`src/rtl/rmii_pins_pkg.sv`:
```
package rmii_pins_pkg;

  // ----------------------------------------------------------------
  // timing
  // ----------------------------------------------------------------
  localparam int         SYS_CLK_PERIOD_NS  = 40;
  localparam int         LINK_CLK_PERIOD_NS = 320;
  localparam int         REF_HALF_CYCLES    = LINK_CLK_PERIOD_NS / (2 * SYS_CLK_PERIOD_NS);
  localparam logic [1:0] REF_DIV_LAST       = 2'(REF_HALF_CYCLES - 1);

  // ----------------------------------------------------------------
  // register map
  // ----------------------------------------------------------------
  localparam logic [4:0] ADDR_STRAP_STATUS = 5'h19;
  localparam logic [4:0] ADDR_INT_CTRL     = 5'h1B;
  localparam logic [4:0] ADDR_VENDOR_CTRL  = 5'h1F;

  localparam int VC_NAND_TREE_BIT = 0;
  localparam int VC_WAKE_OPT2_BIT = 1;
  localparam int VC_CLK50_BIT     = 7;
  localparam int VC_INT_HIGH_BIT  = 9;

  localparam int EV_LINK_UP   = 0;
  localparam int EV_LINK_DOWN = 1;
  localparam int EV_RX_ERROR  = 2;
  localparam int EV_WAKE      = 3;
  localparam int EV_COUNT     = 4;
  localparam int INT_MASK_LSB = 8;

  localparam int ST_ADDR_LSB = 0;
  localparam int ST_WAKE_BIT = 2;
  localparam int ST_DONE_BIT = 3;

  localparam logic [15:0]         VENDOR_CTRL_RESET = 16'h0000;
  localparam logic [EV_COUNT-1:0] INT_MASK_RESET    = 4'h0;
  localparam logic [EV_COUNT-1:0] INT_STATUS_RESET  = 4'h0;

  // ----------------------------------------------------------------
  // types
  // ----------------------------------------------------------------
  typedef struct packed {
    logic       crs_dv;
    logic       rx_er;
    logic [1:0] rxd;
  } rx_pins_t;

  typedef struct packed {
    logic       tx_en;
    logic [1:0] txd;
  } tx_pins_t;

  typedef enum logic [1:0] {ST_FILL1, ST_FILL2, ST_LATCH, ST_RUN} strap_state_t;

  function automatic logic reg_hit(input logic [4:0] addr, input logic [4:0] target);
    reg_hit = (addr == target);
  endfunction : reg_hit

endpackage : rmii_pins_pkg

```
`src/rtl/rmii_phy_pin_interface.sv`:
```
// The placing of the registers and the plain strobed port are this design's own decisions.
`timescale 1ns/1ps
module rmii_phy_pin_interface
  import rmii_pins_pkg::*;
(
  // clock, reset, enable
  input  wire logic        SYS_CLK_IN,
  input  wire logic        RST_IN,
  input  wire logic        CLK_EN_IN,
  // register port
  input  wire logic [4:0]  REG_ADDR_IN,
  input  wire logic [15:0] REG_WDATA_IN,
  input  wire logic        REG_WR_IN,
  input  wire logic        REG_RD_IN,
  output logic      [15:0] REG_RDATA_OUT,
  // variant strap, reference clock input and reference clock output
  input  wire logic        CLOCK_INPUT_VARIANT_IN,
  input  wire logic        CRYSTAL_CLOCK_IN,
  output logic             REF_CLK_OUT,
  output logic             REF_CLK_OE_OUT,
  // receive pins toward the MAC
  input  wire rx_pins_t    RX_PINS_IN,
  output rx_pins_t         RX_PINS_OUT,
  output logic             RX_PINS_OE_OUT,
  // transmit pins from the MAC
  input  wire tx_pins_t    TX_PINS_IN,
  output logic             TXD1_OUT,
  output logic             TXD1_OE_OUT,
  // core side
  input  wire rx_pins_t    RX_CORE_IN,
  output logic      [1:0]  TX_DATA_OUT,
  output logic             TX_VALID_OUT,
  input  wire logic        LINK_UP_IN,
  input  wire logic        LINK_DOWN_IN,
  input  wire logic        WAKE_EVENT_IN,
  // interrupt
  output logic             IRQ_OUT,
  output logic             INT_PIN_OUT,
  output logic             INT_PIN_OE_OUT
);

  // ----------------------------------------------------------------
  // synchronisers
  // ----------------------------------------------------------------
  logic [6:0] sync1;
  logic [6:0] sync2;
  logic       ref_s3;
  always_ff @(posedge SYS_CLK_IN or posedge RST_IN)
    if (RST_IN)
    begin
      sync1  <= 7'h00;
      sync2  <= 7'h00;
      ref_s3 <= 1'b0;
    end
    else if (CLK_EN_IN)
    begin
      sync1  <= {CRYSTAL_CLOCK_IN, CLOCK_INPUT_VARIANT_IN, TX_PINS_IN, RX_PINS_IN.crs_dv, RX_PINS_IN.rx_er};
      sync2  <= sync1;
      ref_s3 <= sync2[6];
    end

  logic     ext_ref;
  logic     variant_pin;
  tx_pins_t tx_pins;
  logic     crs_pin;
  logic     rxer_pin;
  assign {ext_ref, variant_pin, tx_pins, crs_pin, rxer_pin} = sync2;

  // ----------------------------------------------------------------
  // strap sequencer
  // ----------------------------------------------------------------
  strap_state_t strap_state;
  logic [1:0]   strap_mgmt_address_low;
  logic         wake_output_enable_strap;
  logic         running;
  assign running = (strap_state == ST_RUN);

  // sync chain refills after release, so the latch waits two edges
  always_ff @(posedge SYS_CLK_IN or posedge RST_IN)
    if (RST_IN)
      strap_state <= ST_FILL1;
    else if (CLK_EN_IN)
      case (strap_state)
        ST_FILL1: strap_state <= ST_FILL2;
        ST_FILL2: strap_state <= ST_LATCH;
        ST_LATCH: strap_state <= ST_RUN;
        ST_RUN:   strap_state <= ST_RUN;
        default:  strap_state <= ST_FILL1;
      endcase

  always_ff @(posedge SYS_CLK_IN or posedge RST_IN)
    if (RST_IN)
    begin
      strap_mgmt_address_low   <= 2'h0;
      wake_output_enable_strap <= 1'b0;
    end
    else if (CLK_EN_IN && strap_state == ST_LATCH)
    begin
      strap_mgmt_address_low   <= {2{crs_pin}};
      wake_output_enable_strap <= rxer_pin;
    end

  // ----------------------------------------------------------------
  // registers
  // ----------------------------------------------------------------
  logic [15:0]         vendor_ctrl;
  logic [EV_COUNT-1:0] int_status;
  logic [EV_COUNT-1:0] int_mask;
  logic [EV_COUNT-1:0] events;
  logic                wr_int;
  logic                wr_vendor;
  assign wr_int    = REG_WR_IN && reg_hit(REG_ADDR_IN, ADDR_INT_CTRL);
  assign wr_vendor = REG_WR_IN && reg_hit(REG_ADDR_IN, ADDR_VENDOR_CTRL);

  always_ff @(posedge SYS_CLK_IN or posedge RST_IN)
    if (RST_IN)
      vendor_ctrl <= VENDOR_CTRL_RESET;
    else if (CLK_EN_IN)
    begin
      if (wr_vendor)
        vendor_ctrl <= REG_WDATA_IN;
      else if (strap_state == ST_LATCH)
        vendor_ctrl[VC_CLK50_BIT] <= variant_pin;
    end

  always_ff @(posedge SYS_CLK_IN or posedge RST_IN)
    if (RST_IN)
      int_mask <= INT_MASK_RESET;
    else if (CLK_EN_IN && wr_int)
      int_mask <= REG_WDATA_IN[INT_MASK_LSB +: EV_COUNT];

  // a new event wins over a write-one clear in the same cycle
  always_ff @(posedge SYS_CLK_IN or posedge RST_IN)
    if (RST_IN)
      int_status <= INT_STATUS_RESET;
    else if (CLK_EN_IN)
      int_status <= (int_status & ~(wr_int ? REG_WDATA_IN[EV_COUNT-1:0] : 4'h0)) | events;

  always_ff @(posedge SYS_CLK_IN or posedge RST_IN)
    if (RST_IN)
      REG_RDATA_OUT <= 16'h0000;
    else if (CLK_EN_IN)
    begin
      if (!REG_RD_IN)
        REG_RDATA_OUT <= 16'h0000;
      else if (reg_hit(REG_ADDR_IN, ADDR_INT_CTRL))
        REG_RDATA_OUT <= {4'h0, int_mask, 4'h0, int_status};
      else if (reg_hit(REG_ADDR_IN, ADDR_VENDOR_CTRL))
        REG_RDATA_OUT <= vendor_ctrl;
      else if (reg_hit(REG_ADDR_IN, ADDR_STRAP_STATUS))
        REG_RDATA_OUT <= {12'h000, running, wake_output_enable_strap, strap_mgmt_address_low};
      else
        REG_RDATA_OUT <= 16'h0000;
    end

  logic mode_50;
  logic nand_mode;
  assign mode_50   = vendor_ctrl[VC_CLK50_BIT];
  assign nand_mode = vendor_ctrl[VC_NAND_TREE_BIT];

  // ----------------------------------------------------------------
  // reference clock
  // ----------------------------------------------------------------
  logic [1:0] ref_div;
  logic       ref_gen;
  always_ff @(posedge SYS_CLK_IN or posedge RST_IN)
    if (RST_IN)
    begin
      ref_div <= 2'h0;
      ref_gen <= 1'b0;
    end
    else if (CLK_EN_IN)
    begin
      ref_div <= (ref_div == REF_DIV_LAST) ? 2'h0 : ref_div + 2'h1;
      if (ref_div == REF_DIV_LAST)
        ref_gen <= ~ref_gen;
    end

  assign REF_CLK_OUT    = ref_gen;
  assign REF_CLK_OE_OUT = running && !mode_50;

  // in 50MHz mode the link runs on the externally supplied clock
  logic link_edge;
  assign link_edge = mode_50 ? (ext_ref && !ref_s3)
                             : (ref_div == REF_DIV_LAST && !ref_gen);

  // ----------------------------------------------------------------
  // receive path
  // ----------------------------------------------------------------
  always_ff @(posedge SYS_CLK_IN or posedge RST_IN)
    if (RST_IN)
      RX_PINS_OUT <= '0;
    else if (CLK_EN_IN && link_edge)
    begin
      RX_PINS_OUT.crs_dv <= RX_CORE_IN.crs_dv;
      RX_PINS_OUT.rx_er  <= RX_CORE_IN.rx_er;
      RX_PINS_OUT.rxd    <= RX_CORE_IN.crs_dv ? RX_CORE_IN.rxd : 2'h0;
    end

  assign RX_PINS_OE_OUT = running;

  // ----------------------------------------------------------------
  // transmit path
  // ----------------------------------------------------------------
  logic nand_result;
  always_ff @(posedge SYS_CLK_IN or posedge RST_IN)
    if (RST_IN)
    begin
      TX_DATA_OUT  <= 2'h0;
      TX_VALID_OUT <= 1'b0;
      nand_result  <= 1'b1;
    end
    else if (CLK_EN_IN)
    begin
      TX_VALID_OUT <= link_edge && tx_pins.tx_en && running && !nand_mode;
      if (link_edge && tx_pins.tx_en && running && !nand_mode)
        TX_DATA_OUT <= tx_pins.txd;
      nand_result <= ~&{tx_pins.tx_en, tx_pins.txd[0], crs_pin, rxer_pin};
    end

  assign TXD1_OUT    = nand_result;
  assign TXD1_OE_OUT = running && nand_mode;

  // ----------------------------------------------------------------
  // interrupt and wake pin
  // ----------------------------------------------------------------
  assign events = {WAKE_EVENT_IN,
                   CLK_EN_IN && link_edge && RX_CORE_IN.rx_er,
                   LINK_DOWN_IN,
                   LINK_UP_IN};
  assign IRQ_OUT = |(int_status & int_mask);

  logic wake_opt2;
  assign wake_opt2 = vendor_ctrl[VC_WAKE_OPT2_BIT] && wake_output_enable_strap;

  // open drain: active high is shown by releasing to the pull-up
  assign INT_PIN_OUT    = 1'b0;
  assign INT_PIN_OE_OUT = !running ? 1'b0 :
                          wake_opt2 ? int_status[EV_WAKE] :
                          (vendor_ctrl[VC_INT_HIGH_BIT] ? !IRQ_OUT : IRQ_OUT);
endmodule : rmii_phy_pin_interface

```
`config.mk`:
```
export PLATFORM = sky130hd
export DESIGN_NAME = rmii_phy_pin_interface
export DESIGN_NICKNAME = d
export VERILOG_FILES = /design/src/rtl/rmii_pins_pkg.sv /design/src/rtl/rmii_phy_pin_interface.sv
export SDC_FILE = /design/constraint.sdc
export NUM_CORES = 1
export LEC_CHECK = 0
export ABC_AREA = 1
export BUFFER_PORTS_ARGS = -buffer_cell sky130_fd_sc_hd__buf_2
export CORE_ASPECT_RATIO = 0.8
export CORE_UTILIZATION = 48
export CTS_CLUSTER_SIZE = 8
export DETAILED_ROUTE_END_ITERATION = 16
export PLACE_DENSITY = 0.79
export SYNTH_ARGS = -nofsm -noshare
export SYNTH_HDL_FRONTEND = slang
export SYNTH_SLANG_ARGS = --single-unit
```
`constraint.sdc`:
```
create_clock -name SYS_CLK_IN -period 1.79 [get_ports SYS_CLK_IN]
set_input_delay 0.0895 -clock SYS_CLK_IN [delete_from_list [all_inputs] [get_ports SYS_CLK_IN]]
set_output_delay 0.0895 -clock SYS_CLK_IN [all_outputs]
set_load 0.01 [all_outputs]
```
==> metrics.log <==
INFO  metric dp_hpwl = 4.66 mm
INFO  metric area_delta_synth_final = 27.1%
INFO  metric overflow = 0
INFO  metric status = finished, final reports clean
INFO  metric synth_enable_flop_cells = 0
INFO  metric syn-cell-area = 3130 um^2
INFO  metric layout_worst_path_cycle_share = 85.5%
INFO  metric dominantRegCellSynth = sky130_fd_sc_hd__dfrtp_1
INFO  metric synthDominantAreaCellType = sky130_fd_sc_hd__dfrtp_1
INFO  metric gp_congestion = 0.808
INFO  metric cts.path.max_buffers = 2
INFO  metric ys_top_cells_by_area = sky130_fd_sc_hd__dfrtp_1 55%, sky130_fd_sc_hd__nand2_1 15%, sky130_fd_sc_hd__o21ai_0 5.6%
INFO  metric ioPinCount = 73
INFO  metric cts_tree = built
INFO  metric timing.setup.tns = 0 ps
INFO  metric antenna_cells = 0
INFO  metric routed_wl = 7.08 mm
INFO  metric max-vdd-ir-drop = 0.000688 V
INFO  metric critical_path.endpoint_type = output port
INFO  metric worst_r2r_path_depth = 8
INFO  metric drv_cap = 0
INFO  metric start_util = 51.3%
INFO  metric die-area = 6850 um^2
INFO  metric clock_sinks = 70
INFO  metric synth_warnings = 0
INFO  metric die_width = 92.3 um
INFO  metric synth_top_area_share = 55.2%
INFO  metric vias_in_the_first_global_route = 2576
INFO  metric min_path_type = in -> reg
INFO  metric dr.pass1.iters = 6
INFO  metric antenna_violations_before_repair = 0
INFO  metric cts_post_setup_buffers_inserted = 0
INFO  metric setup.worst_path.class = reg -> out
INFO  metric synth.net_count = 403
INFO  metric seq_cells_post_synth = 70
INFO  metric remaining_drc_errors = 0
INFO  metric routed-via-count = 2664
INFO  metric final-setup-viol-count = 0
INFO  metric data_required_time_at_the_worst_endpoint = 1700 ps
INFO  metric clk_pin_slew_worst_paths = 80 ps
INFO  metric core_region_area = 6100 um^2
INFO  metric fin_hold_ws = 10.9 ps
INFO  metric fmax = 0.653 GHz
INFO  metric fin_nets = 498
INFO  metric layout.filler_cells = 540
INFO  metric slew_violations = 0
INFO  metric avgSynthCellArea = 8.69 um^2
INFO  metric post_cts_resize_count = 0
INFO  metric worstSetupStartpointType = register
INFO  metric rsz0062_at_grt = no
INFO  metric clk_latency = 350 ps
INFO  metric worst_slew_margin_relative_to_its_limit = 59.3%
INFO  metric clockRootBuffer = sky130_fd_sc_hd__clkbuf_8
INFO  metric final_period_minus_worst_setup_slack = 1530 ps
INFO  metric place.detailed.instances = 502
INFO  metric worst-endpoint-arrival = 1440 ps
INFO  metric buffers_on_ports = 69
INFO  metric post_detailed_route_count_of_antenna_violating_nets = 0
INFO  metric grt_max_degree = 41
INFO  metric wl_met3 = 492 um
INFO  metric timing_worst_slew_pin_value = 608 ps
INFO  metric synthesis.instances = 360
INFO  metric rows = 25
INFO  metric routed-wl-met2 = 3.32 mm
INFO  metric hold_path_depth = 3
INFO  metric share_of_post_route_cells_with_drive_strength_above_1 = 25.9%
INFO  metric cts_made_buffers = 9
INFO  metric worst-path-max-fanout = 4
INFO  metric report.final.hold_viol_count = 0
INFO  metric finClkSkew = 9.08 ps
INFO  metric vias_per_cell = 4.92
INFO  metric h_tree_depth = 3
INFO  metric number_of_buffers_inserted_for_hold_repair_after_clock_tree_synthesis = 22
INFO  metric top_layer_used = met4
INFO  metric post_synth_cell_types = 31
INFO  metric ys_seq_area_share = 56.0%
INFO  metric grt_use_total = 22.8%
INFO  metric synth-async-reset-ratio = 100%
INFO  metric final_cell_count_no_fill = 541
INFO  metric die_y = 74.2 um
INFO  metric grt_first_pass_wirelength = 11.8 mm
INFO  metric power_density = 1040 nW/um^2
INFO  metric static-leakage-power = 2.14 nW
INFO  metric detail_route.wirelength.met1 = 3.15 mm
INFO  metric drt-initial-drc-count = 185
INFO  metric wl_per_cell = 13.1 um
==> where the power goes <==
| part | internal, mW | switching, mW |
|---|---|---|
| clock | 0.713 | 0.581 |
| combinational | 0.347 | 0.497 |
| sequential | 1.84 | 0.162 |
==> per-layer routing <==
layer  track usage, %  vias up
li1                 -     1320
met1             28.4     1241
met2             38.6       88
met3             7.16       15
met4             7.81        0
met5                0        -
==> cell usage in the layout, fill, tap and decap left out <==
cell type                       synthesis  layout
sky130_fd_sc_hd__or2_2                  2       2
sky130_fd_sc_hd__nor3_4                 1       1
sky130_fd_sc_hd__clkinvlp_4             0       1
sky130_fd_sc_hd__o21bai_1               1       1
sky130_fd_sc_hd__ha_1                   1       1
sky130_fd_sc_hd__a21oi_1                1       1
sky130_fd_sc_hd__clkbuf_8               0      11
sky130_fd_sc_hd__nor2_1                10      10
sky130_fd_sc_hd__nor3_1                 2       2
sky130_fd_sc_hd__o21ai_2               11      11
sky130_fd_sc_hd__dfrtp_1               69      69
sky130_fd_sc_hd__nand3_2                1       1
sky130_fd_sc_hd__buf_12                 0       1
sky130_fd_sc_hd__nand4_1                3       3
sky130_fd_sc_hd__inv_1                 38      37
sky130_fd_sc_hd__bufinv_16              0       1
sky130_fd_sc_hd__o21ai_1                1       1
sky130_fd_sc_hd__nand2_4                2       2
sky130_fd_sc_hd__nand2_1              127     127
sky130_fd_sc_hd__inv_2                  1       1
sky130_fd_sc_hd__clkinv_2               0       3
sky130_fd_sc_hd__buf_4                  3       3
sky130_fd_sc_hd__nor2_4                 2       2
sky130_fd_sc_hd__clkinv_1               1       1
sky130_fd_sc_hd__o31ai_1                7       7
sky130_fd_sc_hd__conb_1                 1       1
sky130_fd_sc_hd__dlygate4sd3_1          0      23
sky130_fd_sc_hd__nand3_1               20      20
sky130_fd_sc_hd__inv_4                  2       2
sky130_fd_sc_hd__nand2_2                7       7
sky130_fd_sc_hd__o21ai_0               35      35
sky130_fd_sc_hd__clkbuf_1               2       1
sky130_fd_sc_hd__buf_2                  4      69
sky130_fd_sc_hd__dfstp_2                1       1
sky130_fd_sc_hd__nand3b_1               1       1
==> cell type report <==
class	instances	area, um^2	share of cell area [%]
Clock buffer	12	155	3.90
Multi-Input combinational cell	236	1140	28.6
Sequential cell	70	1750	44.1
Inverter	42	166	4.19
Clock inverter	4	45.0	1.13
Tap cell	81	101	2.55
Timing Repair Buffer	96	618	15.5
==> Yosys cell counts, types with 2 or more instances <==
| master | instances |
|---|---|
| sky130_fd_sc_hd__inv_4 | 2 |
| sky130_fd_sc_hd__o21ai_2 | 11 |
| sky130_fd_sc_hd__nor3_1 | 2 |
| sky130_fd_sc_hd__nor2_4 | 2 |
| sky130_fd_sc_hd__o21ai_0 | 35 |
| sky130_fd_sc_hd__o31ai_1 | 7 |
| sky130_fd_sc_hd__buf_2 | 4 |
| sky130_fd_sc_hd__nand3_1 | 20 |
| sky130_fd_sc_hd__buf_4 | 3 |
| sky130_fd_sc_hd__clkbuf_1 | 2 |
| sky130_fd_sc_hd__nor2_1 | 10 |
| sky130_fd_sc_hd__inv_1 | 38 |
| sky130_fd_sc_hd__or2_2 | 2 |
| sky130_fd_sc_hd__buf_6 | 2 |
| sky130_fd_sc_hd__nand2_2 | 7 |
| sky130_fd_sc_hd__nand4_1 | 3 |
| sky130_fd_sc_hd__dfrtp_1 | 69 |
| sky130_fd_sc_hd__nand2_1 | 127 |
| sky130_fd_sc_hd__nand2_4 | 2 |
==> worst max-delay path, stage by stage, from the launching register on <==
cell and delay [ps]:
sky130_fd_sc_hd__dfrtp_1 420, sky130_fd_sc_hd__nand2_1 120, sky130_fd_sc_hd__nand4_1 150, sky130_fd_sc_hd__nand2_1 90
sky130_fd_sc_hd__nand3_1 70, sky130_fd_sc_hd__nand2_1 70, sky130_fd_sc_hd__inv_1 40, sky130_fd_sc_hd__buf_2 130
==> through the flow <==
| step | setup slack [ps] | utilization, % | area, um^2 | power [mW] |
|---|---|---|---|---|
| finish | 260 | 65.2 | 3980 | 4.14 |
| global route | 38.3 | 65.2 | 3980 | 4.39 |
| CTS | 276 | 65.0 | 3970 | 4.16 |
| detailed placement | 287 | 58.1 | 3540 | 2.83 |
| global placement | 366 | 58.1 | 3540 | 2.79 |
| floorplan | 532 | - | 3130 | 2.51 |
==> sequential cells by signal, summed over array words and instances (netlist names), 2 cells and up <==
signal,flops
vendor_ctrl,16
strap_state,2
TX_DATA_OUT,2
int_mask,4
sync2,7
REG_RDATA_OUT,16
ref_div,2
RX_PINS_OUT,4
int_status,4
sync1,7
==> worst paths after layout <==
kind | start | slack, ps | to
max | int_status[3] | 260 | INT_PIN_OE_OUT
min | REG_WDATA_IN[9] | 10 | vendor_ctrl[9]
max reg2reg | ref_div[0] | 260 | TX_DATA_OUT[1]
min reg2reg | sync1[1] | 480 | sync1[1]
max in group asynchronous | RST_IN | 980 | TXD1_OUT
min in group asynchronous | RST_IN | 250 | REG_RDATA_OUT[0]
==> cell families (layout without fill, tap and decap cells) <==
logic type	after synthesis	after routing	share of synthesized area [%]
flops	70	70	56.0
other cells	1	1	0.120
simple gates	178	178	24.9
buf+inv	54	154	7.64
fa+ha+maj	1	1	0.400
compound gates	56	56	10.9
Note: power is estimated with default switching activity, not from simulation.
